<file path="config.mk">
export PLATFORM = sky130hd
export DESIGN_NAME = otg_role_fsm
export DESIGN_NICKNAME = d
export VERILOG_FILES = /design/src/hw/otg_pkg.sv /design/src/hw/otg_sync.sv /design/src/hw/otg_timer.sv /design/src/hw/otg_role_fsm.sv
export SDC_FILE = /design/constraint.sdc
export NUM_CORES = 1
export LEC_CHECK = 0
export ABC_AREA = 1
export ABC_CLOCK_PERIOD_IN_PS = 2600
export BUFFER_PORTS_ARGS = -buffer_cell sky130_fd_sc_hd__buf_2
export CAP_MARGIN = 20
export CORE_UTILIZATION = 35
export CTS_BUF_LIST = sky130_fd_sc_hd__clkbuf_4 sky130_fd_sc_hd__clkbuf_8 sky130_fd_sc_hd__clkbuf_16
export DETAILED_ROUTE_END_ITERATION = 12
export PLACE_DENSITY = 0.58
export SYNTH_ARGS = -nofsm -noshare
export SYNTH_HDL_FRONTEND = slang
export SYNTH_SLANG_ARGS = --single-unit
</file>
<file path="constraint.sdc">
create_clock -name core_clk -period 2.6 [get_ports core_clk]
set_input_delay 0.26 -clock core_clk [delete_from_list [all_inputs] [get_ports core_clk]]
set_output_delay 0.26 -clock core_clk [all_outputs]
set_load 0.02 [all_outputs]
</file>
<file path="src/hw/otg_pkg.sv">
// Purpose: Shared constants, register map and states of the OTG role logic.
// Assumes: 40 MHz core clock; all timing figures are held in microseconds.
// Notes: Cycle counts are derived from the microsecond figures below.
package otg_pkg;
  localparam int unsigned CLK_HZ = 40_000_000;
  localparam int unsigned CYC_PER_US = CLK_HZ / 1_000_000;
  // Idle-before-disconnect wait in a_suspend; must exceed 150 ms.
  localparam int unsigned AIDL_BDIS_US = 160_000;
  localparam int unsigned AIDL_BDIS_CYC = AIDL_BDIS_US * CYC_PER_US;
  // Idle in a_peripheral: strictly more than 3 ms, forced at 200 ms.
  localparam int unsigned BIDL_MIN_US = 3_000;
  localparam int unsigned BIDL_MIN_CYC = BIDL_MIN_US * CYC_PER_US + 1;
  localparam int unsigned BIDL_MAX_US = 200_000;
  localparam int unsigned BIDL_MAX_CYC = BIDL_MAX_US * CYC_PER_US;
  localparam int unsigned SE0_SRP_US = 2_000;
  localparam int unsigned SE0_SRP_CYC = SE0_SRP_US * CYC_PER_US;
  // Session request signalling length; must stay below 100 ms.
  localparam int unsigned SRP_INIT_US = 90_000;
  localparam int unsigned SRP_INIT_CYC = SRP_INIT_US * CYC_PER_US;
  // Vendor failure limit, chosen inside the 5 s to 30 s window.
  localparam int unsigned SRP_FAIL_US = 10_000_000;
  localparam int unsigned SRP_FAIL_CYC = SRP_FAIL_US * CYC_PER_US;
  localparam int unsigned ASE0_BRST_US = 3_125;
  localparam int unsigned ASE0_BRST_CYC = ASE0_BRST_US * CYC_PER_US;
  // Bus reset drive; longer than 10 ms.
  localparam int unsigned BUS_RST_US = 11_000;
  localparam int unsigned BUS_RST_CYC = BUS_RST_US * CYC_PER_US;
  // Reset sample point after the pull-up is enabled.
  localparam int unsigned RST_SMP_US = 100;
  localparam int unsigned RST_SMP_CYC = RST_SMP_US * CYC_PER_US;

  localparam logic [11:0] CTRL_OFF = 12'h000;
  localparam logic [11:0] CMD_OFF = 12'h004;
  localparam logic [11:0] STAT_OFF = 12'h008;
  localparam int unsigned CTRL_W = 10;
  localparam logic [9:0] CTRL_RST = 10'h000;
  localparam int unsigned C_A_BUS_REQ = 0;
  localparam int unsigned C_A_BUS_DROP = 1;
  localparam int unsigned C_A_HNP_SET = 2;
  localparam int unsigned C_B_BUS_REQ = 3;
  localparam int unsigned C_B_HNP_EN = 4;
  localparam int unsigned C_PERIPH_ONLY = 5;
  localparam int unsigned C_HS_CAP = 6;
  localparam int unsigned C_HS_MODE = 7;
  localparam int unsigned C_IDLE_EXIT = 8;
  localparam int unsigned C_A_SUSP_REQ = 9;
  localparam int unsigned K_CLR_ERR = 0;
  localparam int unsigned K_CLR_FAIL = 1;
  localparam int unsigned S_LOC_CONN = 16;
  localparam int unsigned S_LOC_SOF = 17;
  localparam int unsigned S_DRV_SE0 = 18;
  localparam int unsigned S_DRV_VBUS = 19;
  localparam int unsigned S_SRP_DRV = 20;
  localparam int unsigned S_SRP_IND = 21;
  localparam int unsigned S_SRP_FAIL = 22;
  localparam int unsigned SYNC_W = 11;
  // The cable-id bit (top) resets high so the port starts as a B-device.
  localparam logic [10:0] SYNC_RST = 11'h400;

  typedef enum logic [12:0] {
    a_idle = 13'h0001, a_wait_vrise = 13'h0002, a_wait_bcon = 13'h0004,
    a_host = 13'h0008, a_suspend = 13'h0010, a_peripheral = 13'h0020,
    a_wait_vfall = 13'h0040, a_vbus_err = 13'h0080, b_idle = 13'h0100,
    b_srp_init = 13'h0200, b_peripheral = 13'h0400,
    b_wait_acon = 13'h0800, b_host = 13'h1000
  } otg_state_e;
endpackage : otg_pkg

</file>
<file path="src/hw/otg_sync.sv">
// Purpose: Two-stage synchroniser for asynchronous comparator inputs.
// Assumes: Inputs are quasi-static levels.
// Notes: The first stage feeds only the second.
`timescale 1ns/1ps
module otg_sync #(
  parameter int unsigned W = 1,
  parameter logic [W-1:0] RST = '0
) (
  input wire logic core_clk,
  input wire logic nrst,
  input wire logic [W-1:0] din,
  output logic [W-1:0] dout
);
  logic [W-1:0] meta_q;

  always_ff @(posedge core_clk) begin
    if (!nrst) begin
      meta_q <= RST;
      dout <= RST;
    end else begin
      meta_q <= din;
      dout <= meta_q;
    end
  end
endmodule : otg_sync

</file>
<file path="src/hw/otg_timer.sv">
// Purpose: Saturating run-time counter that flags a fixed limit.
// Assumes: run is high while the timed condition holds.
// Notes: Dropping run clears the count, so each entry starts from zero.
`timescale 1ns/1ps
module otg_timer #(
  parameter int unsigned LIMIT = 1
) (
  input wire logic core_clk,
  input wire logic nrst,
  input wire logic run,
  output logic done
);
  logic [31:0] cnt_q;

  always_ff @(posedge core_clk) begin
    if (!nrst || !run) begin
      cnt_q <= 32'h0;
    end else if (cnt_q != LIMIT) begin
      cnt_q <= cnt_q + 32'h1;
    end
  end

  assign done = (cnt_q == LIMIT);
endmodule : otg_timer

</file>
<file path="src/hw/otg_role_fsm.sv">
// Purpose: Dual-role OTG role negotiation state machine with APB control.
// Assumes: Comparator and line-state pins are asynchronous levels.
// Notes: Timers are parameters so simulations can shorten them.
`timescale 1ns/1ps
// Behaviour
// - Suspend starts idle timer exceeding 150 ms.
// - Suspend timeout, drop or id go vfall.
// - Disconnect in suspend: peripheral or wait_bcon.
// - Request or resume returns to host.
// - Lost VBUS in suspend/peripheral: vbus error.
// - Only peripheral states assert connect.
// - Peripheral exits to vfall on id/drop.
// - Peripheral idle 3 ms may, 200 ms must.
// - Vfall waits session end; id/drop force vfall.
// - VBUS error holds until clear request, id or drop.
// - B idle: session valid or A plug.
// - SRP needs request, session end, 2 ms SE0.
// - SRP signalling ends below 100 ms.
// - SRP indication and failure timer.
// - Request, HNP enable, suspend: wait_acon.
// - Id or session loss returns to b_idle.
// - Pull-up on; sampled SE0 starts HS detect.
// - Wait_acon drops pull-up, timer or K back.
// - A connect before timeout enters b_host.
// - Host resets bus, SOF until release.
module otg_role_fsm #(
  parameter int unsigned AIDL_CYC = otg_pkg::AIDL_BDIS_CYC,
  parameter int unsigned BMIN_CYC = otg_pkg::BIDL_MIN_CYC,
  parameter int unsigned BMAX_CYC = otg_pkg::BIDL_MAX_CYC,
  parameter int unsigned SE0_CYC = otg_pkg::SE0_SRP_CYC,
  parameter int unsigned SRP_CYC = otg_pkg::SRP_INIT_CYC,
  parameter int unsigned FAIL_CYC = otg_pkg::SRP_FAIL_CYC,
  parameter int unsigned BRST_CYC = otg_pkg::ASE0_BRST_CYC,
  parameter int unsigned RST_CYC = otg_pkg::BUS_RST_CYC,
  parameter int unsigned SMP_CYC = otg_pkg::RST_SMP_CYC
) (
  input wire logic core_clk,
  input wire logic nrst,
  input wire logic psel,
  input wire logic penable,
  input wire logic pwrite,
  input wire logic [11:0] paddr,
  input wire logic [31:0] pwdata,
  output logic [31:0] prdata,
  output logic pready,
  output logic pslverr,
  input wire logic id_pin,
  input wire logic a_vbus_vld_pin,
  input wire logic a_sess_vld_pin,
  input wire logic b_sess_vld_pin,
  input wire logic b_sess_end_pin,
  input wire logic b_conn_pin,
  input wire logic a_conn_pin,
  input wire logic se0_pin,
  input wire logic j_pin,
  input wire logic k_pin,
  input wire logic srp_det_pin,
  output logic loc_conn,
  output logic loc_sof,
  output logic drv_se0,
  output logic drv_vbus,
  output logic srp_drive,
  output logic srp_ind,
  output logic srp_fail,
  output logic hs_det_start
);
  otg_pkg::otg_state_e state_q, state_d;
  logic [otg_pkg::CTRL_W-1:0] ctrl_q;
  logic id_s, a_vbus_vld_s, a_sess_vld_s, b_sess_vld_s, b_sess_end_s;
  logic b_conn_s, a_conn_s, se0_s, j_s, k_s, srp_det_s;
  logic a_bus_req, a_bus_drop, a_set_hnp, b_bus_req, b_hnp_en;
  logic periph_only, hs_cap, hs_mode, idle_exit, a_susp_req;
  logic id_drop, b_lost, idle_line, in_periph, host_d, enter_host;
  logic aidl_done, bmin_done, bmax_done, se0_done, srp_done;
  logic fail_done, brst_done, rst_done, smp_done, smp_seen_q;
  logic clr_err_q, srp_wait_q, wr, cmd_wr;
  logic [31:0] rdata;

  otg_sync #(.W(otg_pkg::SYNC_W), .RST(otg_pkg::SYNC_RST)) u_sync (
    .core_clk(core_clk), .nrst(nrst),
    .din({id_pin, a_vbus_vld_pin, a_sess_vld_pin, b_sess_vld_pin,
          b_sess_end_pin, b_conn_pin, a_conn_pin, se0_pin, j_pin, k_pin,
          srp_det_pin}),
    .dout({id_s, a_vbus_vld_s, a_sess_vld_s, b_sess_vld_s, b_sess_end_s,
           b_conn_s, a_conn_s, se0_s, j_s, k_s, srp_det_s}));

  assign a_bus_req = ctrl_q[otg_pkg::C_A_BUS_REQ];
  assign a_bus_drop = ctrl_q[otg_pkg::C_A_BUS_DROP];
  assign a_set_hnp = ctrl_q[otg_pkg::C_A_HNP_SET];
  assign b_bus_req = ctrl_q[otg_pkg::C_B_BUS_REQ];
  assign b_hnp_en = ctrl_q[otg_pkg::C_B_HNP_EN];
  assign periph_only = ctrl_q[otg_pkg::C_PERIPH_ONLY];
  assign hs_cap = ctrl_q[otg_pkg::C_HS_CAP];
  assign hs_mode = ctrl_q[otg_pkg::C_HS_MODE];
  assign idle_exit = ctrl_q[otg_pkg::C_IDLE_EXIT];
  assign a_susp_req = ctrl_q[otg_pkg::C_A_SUSP_REQ];

  assign id_drop = id_s || a_bus_drop;
  // A peripheral-only device ignores the cable id.
  assign b_lost = (!id_s && !periph_only) || !b_sess_vld_s;
  assign idle_line = hs_mode ? se0_s : j_s;
  assign in_periph = (state_q == otg_pkg::a_peripheral) ||
                     (state_q == otg_pkg::b_peripheral);

  otg_timer #(.LIMIT(AIDL_CYC)) u_aidl (.core_clk(core_clk), .nrst(nrst),
    .run(state_q == otg_pkg::a_suspend), .done(aidl_done));
  otg_timer #(.LIMIT(BMIN_CYC)) u_bmin (.core_clk(core_clk), .nrst(nrst),
    .run(idle_line && in_periph), .done(bmin_done));
  otg_timer #(.LIMIT(BMAX_CYC)) u_bmax (.core_clk(core_clk), .nrst(nrst),
    .run(idle_line && in_periph), .done(bmax_done));
  otg_timer #(.LIMIT(SE0_CYC)) u_se0 (.core_clk(core_clk), .nrst(nrst),
    .run(se0_s && state_q == otg_pkg::b_idle), .done(se0_done));
  otg_timer #(.LIMIT(SRP_CYC)) u_srp (.core_clk(core_clk), .nrst(nrst),
    .run(state_q == otg_pkg::b_srp_init), .done(srp_done));
  otg_timer #(.LIMIT(FAIL_CYC)) u_fail (.core_clk(core_clk), .nrst(nrst),
    .run(srp_wait_q), .done(fail_done));
  otg_timer #(.LIMIT(BRST_CYC)) u_brst (.core_clk(core_clk), .nrst(nrst),
    .run(state_q == otg_pkg::b_wait_acon), .done(brst_done));
  otg_timer #(.LIMIT(RST_CYC)) u_rst (.core_clk(core_clk), .nrst(nrst),
    .run(drv_se0), .done(rst_done));
  otg_timer #(.LIMIT(SMP_CYC)) u_smp (.core_clk(core_clk), .nrst(nrst),
    .run(se0_s && loc_conn && hs_cap), .done(smp_done));

  // Exits are tested in priority order, evaluated on every clock.
  always_comb begin
    state_d = state_q;
    unique case (state_q)
      otg_pkg::a_idle: begin
        if (id_s) state_d = otg_pkg::b_idle;
        else if (!a_bus_drop && (a_bus_req || srp_det_s))
          state_d = otg_pkg::a_wait_vrise;
      end
      otg_pkg::a_wait_vrise: begin
        if (id_drop) state_d = otg_pkg::a_wait_vfall;
        else if (a_vbus_vld_s) state_d = otg_pkg::a_wait_bcon;
      end
      otg_pkg::a_wait_bcon: begin
        if (id_drop) state_d = otg_pkg::a_wait_vfall;
        else if (!a_vbus_vld_s) state_d = otg_pkg::a_vbus_err;
        else if (b_conn_s) state_d = otg_pkg::a_host;
      end
      otg_pkg::a_host: begin
        if (id_drop) state_d = otg_pkg::a_wait_vfall;
        else if (!a_vbus_vld_s) state_d = otg_pkg::a_vbus_err;
        else if (!b_conn_s) state_d = otg_pkg::a_wait_bcon;
        else if (a_susp_req) state_d = otg_pkg::a_suspend;
      end
      otg_pkg::a_suspend: begin
        if (id_drop) state_d = otg_pkg::a_wait_vfall;
        else if (!a_vbus_vld_s) state_d = otg_pkg::a_vbus_err;
        else if (aidl_done) state_d = otg_pkg::a_wait_vfall;
        else if (!b_conn_s) state_d = a_set_hnp ? otg_pkg::a_peripheral
                                                : otg_pkg::a_wait_bcon;
        else if (a_bus_req || k_s) state_d = otg_pkg::a_host;
      end
      otg_pkg::a_peripheral: begin
        if (id_drop) state_d = otg_pkg::a_wait_vfall;
        else if (!a_vbus_vld_s) state_d = otg_pkg::a_vbus_err;
        else if (bmax_done || (idle_exit && bmin_done))
          state_d = otg_pkg::a_wait_bcon;
      end
      otg_pkg::a_wait_vfall: begin
        if (!a_sess_vld_s) state_d = otg_pkg::a_idle;
      end
      otg_pkg::a_vbus_err: begin
        if (id_drop || clr_err_q) state_d = otg_pkg::a_wait_vfall;
      end
      otg_pkg::b_idle: begin
        if (!id_s && !periph_only) state_d = otg_pkg::a_idle;
        else if (b_sess_vld_s) state_d = otg_pkg::b_peripheral;
        else if (b_bus_req && b_sess_end_s && se0_done)
          state_d = otg_pkg::b_srp_init;
      end
      otg_pkg::b_srp_init: begin
        if (srp_done) state_d = otg_pkg::b_idle;
      end
      otg_pkg::b_peripheral: begin
        if (b_lost) state_d = otg_pkg::b_idle;
        else if (!periph_only && b_bus_req && b_hnp_en && bmin_done)
          state_d = otg_pkg::b_wait_acon;
      end
      otg_pkg::b_wait_acon: begin
        if (b_lost) state_d = otg_pkg::b_idle;
        else if (brst_done || k_s) state_d = otg_pkg::b_peripheral;
        else if (a_conn_s) state_d = otg_pkg::b_host;
      end
      otg_pkg::b_host: begin
        if (b_lost) state_d = otg_pkg::b_idle;
        else if (!b_bus_req || !a_conn_s)
          state_d = otg_pkg::b_peripheral;
      end
      default: state_d = otg_pkg::b_idle;
    endcase
  end

  always_ff @(posedge core_clk) begin
    if (!nrst) state_q <= otg_pkg::b_idle;
    else state_q <= state_d;
  end

  assign host_d = (state_d == otg_pkg::a_host) ||
                  (state_d == otg_pkg::b_host);
  // A remote resume from a_suspend needs no reset from us.
  assign enter_host = host_d && (state_d != state_q) &&
                      !(state_q == otg_pkg::a_suspend && !a_bus_req);

  always_ff @(posedge core_clk) begin
    if (!nrst) begin
      loc_conn <= 1'b0;
      drv_vbus <= 1'b0;
      srp_drive <= 1'b0;
    end else begin
      loc_conn <= (state_d == otg_pkg::a_peripheral) ||
                  (state_d == otg_pkg::b_peripheral);
      drv_vbus <= (state_d == otg_pkg::a_wait_vrise) ||
                  (state_d == otg_pkg::a_wait_bcon) ||
                  (state_d == otg_pkg::a_host) ||
                  (state_d == otg_pkg::a_suspend) ||
                  (state_d == otg_pkg::a_peripheral);
      srp_drive <= (state_d == otg_pkg::b_srp_init);
    end
  end

  always_ff @(posedge core_clk) begin
    if (!nrst) drv_se0 <= 1'b0;
    else if (enter_host) drv_se0 <= 1'b1;
    else if (rst_done || !host_d) drv_se0 <= 1'b0;
  end

  always_ff @(posedge core_clk) begin
    if (!nrst) loc_sof <= 1'b0;
    else loc_sof <= host_d && !enter_host && !(drv_se0 && !rst_done);
  end

  always_ff @(posedge core_clk) begin
    if (!nrst) begin
      smp_seen_q <= 1'b0;
      hs_det_start <= 1'b0;
    end else begin
      smp_seen_q <= smp_done;
      hs_det_start <= smp_done && !smp_seen_q;
    end
  end

  always_ff @(posedge core_clk) begin
    if (!nrst) srp_wait_q <= 1'b0;
    else if (state_q != otg_pkg::b_srp_init &&
             state_d == otg_pkg::b_srp_init) srp_wait_q <= 1'b1;
    else if (fail_done || state_d == otg_pkg::b_peripheral ||
             state_d == otg_pkg::a_idle) srp_wait_q <= 1'b0;
  end

  // Failure flag is sticky; a new failure beats a software clear.
  always_ff @(posedge core_clk) begin
    if (!nrst) srp_fail <= 1'b0;
    else if (fail_done) srp_fail <= 1'b1;
    else if (cmd_wr && pwdata[otg_pkg::K_CLR_FAIL]) srp_fail <= 1'b0;
  end

  assign srp_ind = srp_wait_q;
  assign wr = psel && penable && pwrite;
  assign cmd_wr = wr && (paddr == otg_pkg::CMD_OFF);
  assign pready = 1'b1;
  assign pslverr = psel && penable && (paddr != otg_pkg::CTRL_OFF) &&
                   (paddr != otg_pkg::CMD_OFF) && (paddr != otg_pkg::STAT_OFF);

  always_ff @(posedge core_clk) begin
    if (!nrst) ctrl_q <= otg_pkg::CTRL_RST;
    else if (wr && paddr == otg_pkg::CTRL_OFF)
      ctrl_q <= pwdata[otg_pkg::CTRL_W-1:0];
  end

  always_ff @(posedge core_clk) begin
    if (!nrst) clr_err_q <= 1'b0;
    else clr_err_q <= cmd_wr && pwdata[otg_pkg::K_CLR_ERR];
  end

  always_comb begin
    rdata = 32'h0;
    if (paddr == otg_pkg::CTRL_OFF) begin
      rdata[otg_pkg::CTRL_W-1:0] = ctrl_q;
    end else if (paddr == otg_pkg::STAT_OFF) begin
      rdata[12:0] = state_q;
      rdata[otg_pkg::S_LOC_CONN] = loc_conn;
      rdata[otg_pkg::S_LOC_SOF] = loc_sof;
      rdata[otg_pkg::S_DRV_SE0] = drv_se0;
      rdata[otg_pkg::S_DRV_VBUS] = drv_vbus;
      rdata[otg_pkg::S_SRP_DRV] = srp_drive;
      rdata[otg_pkg::S_SRP_IND] = srp_ind;
      rdata[otg_pkg::S_SRP_FAIL] = srp_fail;
    end
  end

  always_ff @(posedge core_clk) begin
    if (!nrst) prdata <= 32'h0;
    else if (psel && !penable) prdata <= rdata;
  end
endmodule : otg_role_fsm

</file>
==> run summary <==
## Outcome
• run status: finished, final reports clean

## Timing
• setup-violating endpoint count in the final report: 0
• minimum clock period: 2540 ps
• Max Fclk: 0.394 GHz
• number of max-slew violations in the final report: 0
• transition time of the tightest slew-check pin: 798 ps
• count of final hold-check violations: 0
• post-route clock period utilization: 97.5%
• setup repair after global routing missed its margin: true
• skew final: 26.9 ps
• worst slew slack as a fraction of its limit: 46.8%

## Layout
• ant diodes: 0
• number of standard cells in the layout, taps in and fillers out: 3535
• total number of nets in the final design: 2906
• fraction of layout instances using a drive strength above 1: 15.3%
• layout-stage area growth over the synthesis result: 22.6%
• final core occ: 43.6%

## Worst setup path
• data required time of the worst path: 3050 ps
• category of the critical setup timing path: flop to flop
• CP Max Fanout: 4
• startpoint kind of the worst setup timing path: flop
• Reg2Reg Setup Slack: 60 ps
• source of the worst register-to-register timing path: u_bmax.cnt_q[1]$_SDFFE_PP0N_
• reg2reg path depth: 13
• worst path arrival time: 2990 ps
• endpoint class of the critical path: flop
• RR Endpoint: u_bmax.cnt_q[28]$_SDFFE_PP0N_

## Global routing
• overflow left after global routing: 0
• maximum number of pins on one net before global-route repair: 42
• vias in the first global route: 16029
• global-route usage over all layers: 16.8%
• number of antenna violations at the first check in global routing: 0
• global-route wire length before repair: 74.3 mm

## Hold path
• HP Class: input port to flop
• cell depth of the worst hold path: 3
• Hold Path Sink: clr_err_q$_SDFF_PN0_
• startpoint of the worst hold path: nrst

## Floorplanning
• Die Span Y: 228 um
• floorplan die area: 52100 sq um
• floorplan core area: 50400 sq um
• row count: 82
• num ports: 102
• starting utilization of the core area: 35.6%
• horizontal extent of the die: 228 um

## Logic synthesis
• Commonest cells post-synth: sky130_fd_sc_hd__inv_1, sky130_fd_sc_hd__nand2_1, sky130_fd_sc_hd__dfxtp_1, sky130_fd_sc_hd__nor2_1, sky130_fd_sc_hd__a21oi_1
• flops & latches, synth: 363
• sequential area share after synthesis: 40.5%
• synth warn: 0
• library cell with the highest instance count after synthesis: sky130_fd_sc_hd__inv_1
• cell area after technology mapping: 17900 sq um
• Distinct cells, synth: 49
• largest cells by area after synthesis: sky130_fd_sc_hd__dfxtp_1, sky130_fd_sc_hd__inv_1, sky130_fd_sc_hd__nand2_1, sky130_fd_sc_hd__a21oi_1, sky130_fd_sc_hd__nor2_1
• library cell occupying the most area in the post-synthesis netlist: sky130_fd_sc_hd__dfxtp_1
• proportion of netlist area held by the largest area contributor: 40.5%
• number of synthesized flops with an enable pin: 0
• cell count after synthesis: 2638
• most instantiated flip-flop cell in the synthesis netlist: sky130_fd_sc_hd__dfxtp_1
• average cell area after synthesis: 6.79 sq um
• async set or reset register ratio after synthesis: 0%

## Routing
• drt first-iter violations: 1015
• number of antenna-violating nets in the routed design: 0
• wire length reported by the detailed router: 45.5 mm
• routed wire length per instance: 12.9 um
• DRC Markers: 0
• Pre-Repair DR Iteration Count: 6
• post-DR vias/cell: 4.89
• via count of the routed design: 17303

## Clocking
• TritonCTS buffer count: 44
• clk_lat worst skew: 570 ps
• Max H-tree Level: 2
• Max Root-Sink Buffers: 3
• clock tree from TritonCTS: built
• clock transition at the register clock pins on the worst setup and hold paths after CTS: 60 ps
• sinks on the clock net: 363
• cell at the root of the clock tree: sky130_fd_sc_hd__clkbuf_16

## Power
• worst vdd rail ir drop: 524 uV
• post-layout power: 0.0126 W
• power per cell area: 571 nW/um^2
• static leakage power: 8.08 nW

## Place
• number of I/O port buffers: 66
• placer congestion estimate: 0.930
• Placed Cells: 3402
• post-DP HPWL: 32.9 mm

## Job
• number of max-cap violations: 0

through the flow:
| stage | area (sq um) | hold WS, ps | worst slack (ps) | setup TNS [ps] |
|---|---|---|---|---|
| after floorplan | 18000 | 358 | 365 | 0 |
| final | 22000 | 38.8 | 64.1 | 0 |
| after global routing | 22000 | 31.3 | -129 | -761 |
| after CTS | 21200 | 8.59 | 18.1 | 0 |
| after global placement | 19400 | 383 | 3.24 | 0 |
| after detailed placement | 19400 | 403 | 13.3 | 0 |
layer usage:
metal | vias up | global-route usage [%] | routed length, um
li1 | 9033 | - | -
met2 | 284 | 28.0 | 21200
met4 | 0 | 5.68 | 1070
met5 | - | 0 | 0
met1 | 7920 | 21.8 | 21300
met3 | 66 | 2.77 | 1920
where the power goes:
part | switching (W) | internal [W]
clock network | 0.00241 | 0.00407
logic | 0.000281 | 0.000165
registers | 0.0000255 | 0.00559
total | 0.00272 | 0.00983
worst max path at each step:
stage / from / endpoint / cells past startpoint
final: u_bmax.cnt_q[1]$_SDFFE_PP0N_ / u_bmax.cnt_q[28]$_SDFFE_PP0N_ / 13
after floorplan: u_bmin.cnt_q[0]$_SDFFE_PP0P_ / u_bmin.cnt_q[26]$_SDFFE_PP0P_ / 15
after global placement: u_srp.cnt_q[13]$_SDFFE_PP0N_ / srp_ind$_SDFFE_PN0P_ / 13
after CTS: u_srp.cnt_q[13]$_SDFFE_PP0N_ / srp_ind$_SDFFE_PN0P_ / 13
after global routing: u_bmax.cnt_q[5]$_SDFFE_PP0N_ / u_bmax.cnt_q[28]$_SDFFE_PP0N_ / 12
after detailed placement: u_srp.cnt_q[13]$_SDFFE_PP0N_ / srp_ind$_SDFFE_PN0P_ / 13
kinds of logic after synthesis:
| family | count (synthesis) | share of synthesized area [%] |
|---|---|---|
| buf+inv | 514 | 11.1 |
| simple gates | 1207 | 30.7 |
| flops | 363 | 40.5 |
| compound gates | 529 | 16.2 |
| fa+ha+maj | 18 | 1.26 |
| other cells | 2 | 0.0419 |
| xor+xnor | 5 | 0.244 |
repair_timing:
item / in CTS / in global routing
setup buffers: 0 / 33
endpoints found under the setup margin: 0 / 72
endpoints found under the hold margin: 19 / 0
resized for setup: 0 / 159
hold buffers: 19 / 0
area by class of cell:
class,count,area [sq um]
multi-input combinational,1772,9240
clock buffer,74,1440
inverter,462,1740
clock inverter,7,126
sequential,363,7300
fill,5088,28400
timing repair buffer,185,1280
tap,672,841
cells in the final DEF (no fill, tap or decap), types with 10 or more instances in the layout:
cell type / synthesis / layout
sky130_fd_sc_hd__nor3_2: 14 / 13
sky130_fd_sc_hd__nor3_1: 119 / 112
sky130_fd_sc_hd__nand3_2: 5 / 14
sky130_fd_sc_hd__inv_1: 457 / 450
sky130_fd_sc_hd__nand2_2: 8 / 22
sky130_fd_sc_hd__nor2_2: 22 / 43
sky130_fd_sc_hd__nand3_1: 114 / 102
sky130_fd_sc_hd__nor4_1: 38 / 33
sky130_fd_sc_hd__a211oi_1: 11 / 11
sky130_fd_sc_hd__a31oi_1: 12 / 12
sky130_fd_sc_hd__buf_2: 3 / 66
sky130_fd_sc_hd__clkbuf_16: 0 / 46
sky130_fd_sc_hd__buf_4: 13 / 99
sky130_fd_sc_hd__dlygate4sd3_1: 0 / 19
sky130_fd_sc_hd__dfxtp_2: 0 / 16
sky130_fd_sc_hd__o21a_1: 31 / 31
sky130_fd_sc_hd__o21ai_0: 169 / 165
sky130_fd_sc_hd__nor2_4: 6 / 23
sky130_fd_sc_hd__o211ai_1: 15 / 15
sky130_fd_sc_hd__clkbuf_4: 0 / 15
sky130_fd_sc_hd__conb_1: 2 / 13
sky130_fd_sc_hd__nand2_1: 433 / 415
sky130_fd_sc_hd__ha_1: 18 / 14
sky130_fd_sc_hd__or2_2: 11 / 11
sky130_fd_sc_hd__clkbuf_8: 0 / 13
sky130_fd_sc_hd__nor2_1: 335 / 297
sky130_fd_sc_hd__dfxtp_1: 363 / 344
sky130_fd_sc_hd__nor3_4: 2 / 10
sky130_fd_sc_hd__nand4_1: 75 / 75
sky130_fd_sc_hd__a21oi_1: 264 / 262
sky130_fd_sc_hd__o221ai_1: 10 / 10
flip-flops by register name (all words and copies together) (netlist names), 10 cells and up:
name,cells
prdata,20
u_aidl.cnt_q,32
u_sync.meta_q,11
u_sync.dout,11
u_bmax.cnt_q,32
state_q,13
u_brst.cnt_q,32
u_fail.cnt_q,32
u_smp.cnt_q,32
u_rst.cnt_q,32
u_se0.cnt_q,32
u_bmin.cnt_q,32
ctrl_q,10
u_srp.cnt_q,32
worst max-delay path, stage by stage, from the launching register on:
cell and delay, ps:
sky130_fd_sc_hd__dfxtp_2 350, sky130_fd_sc_hd__ha_4 160, sky130_fd_sc_hd__nand3_4 80, sky130_fd_sc_hd__inv_2 80, sky130_fd_sc_hd__nand3_4 70, sky130_fd_sc_hd__nor2_4 140, sky130_fd_sc_hd__nand4_1 130, sky130_fd_sc_hd__or2_4 290
sky130_fd_sc_hd__nor3_4 190, sky130_fd_sc_hd__nand3_2 150, sky130_fd_sc_hd__nand3b_1 250, sky130_fd_sc_hd__nor4_2 320, sky130_fd_sc_hd__and2_1 160, sky130_fd_sc_hd__nor2_1 40
(Power assumes the default switching activity.)
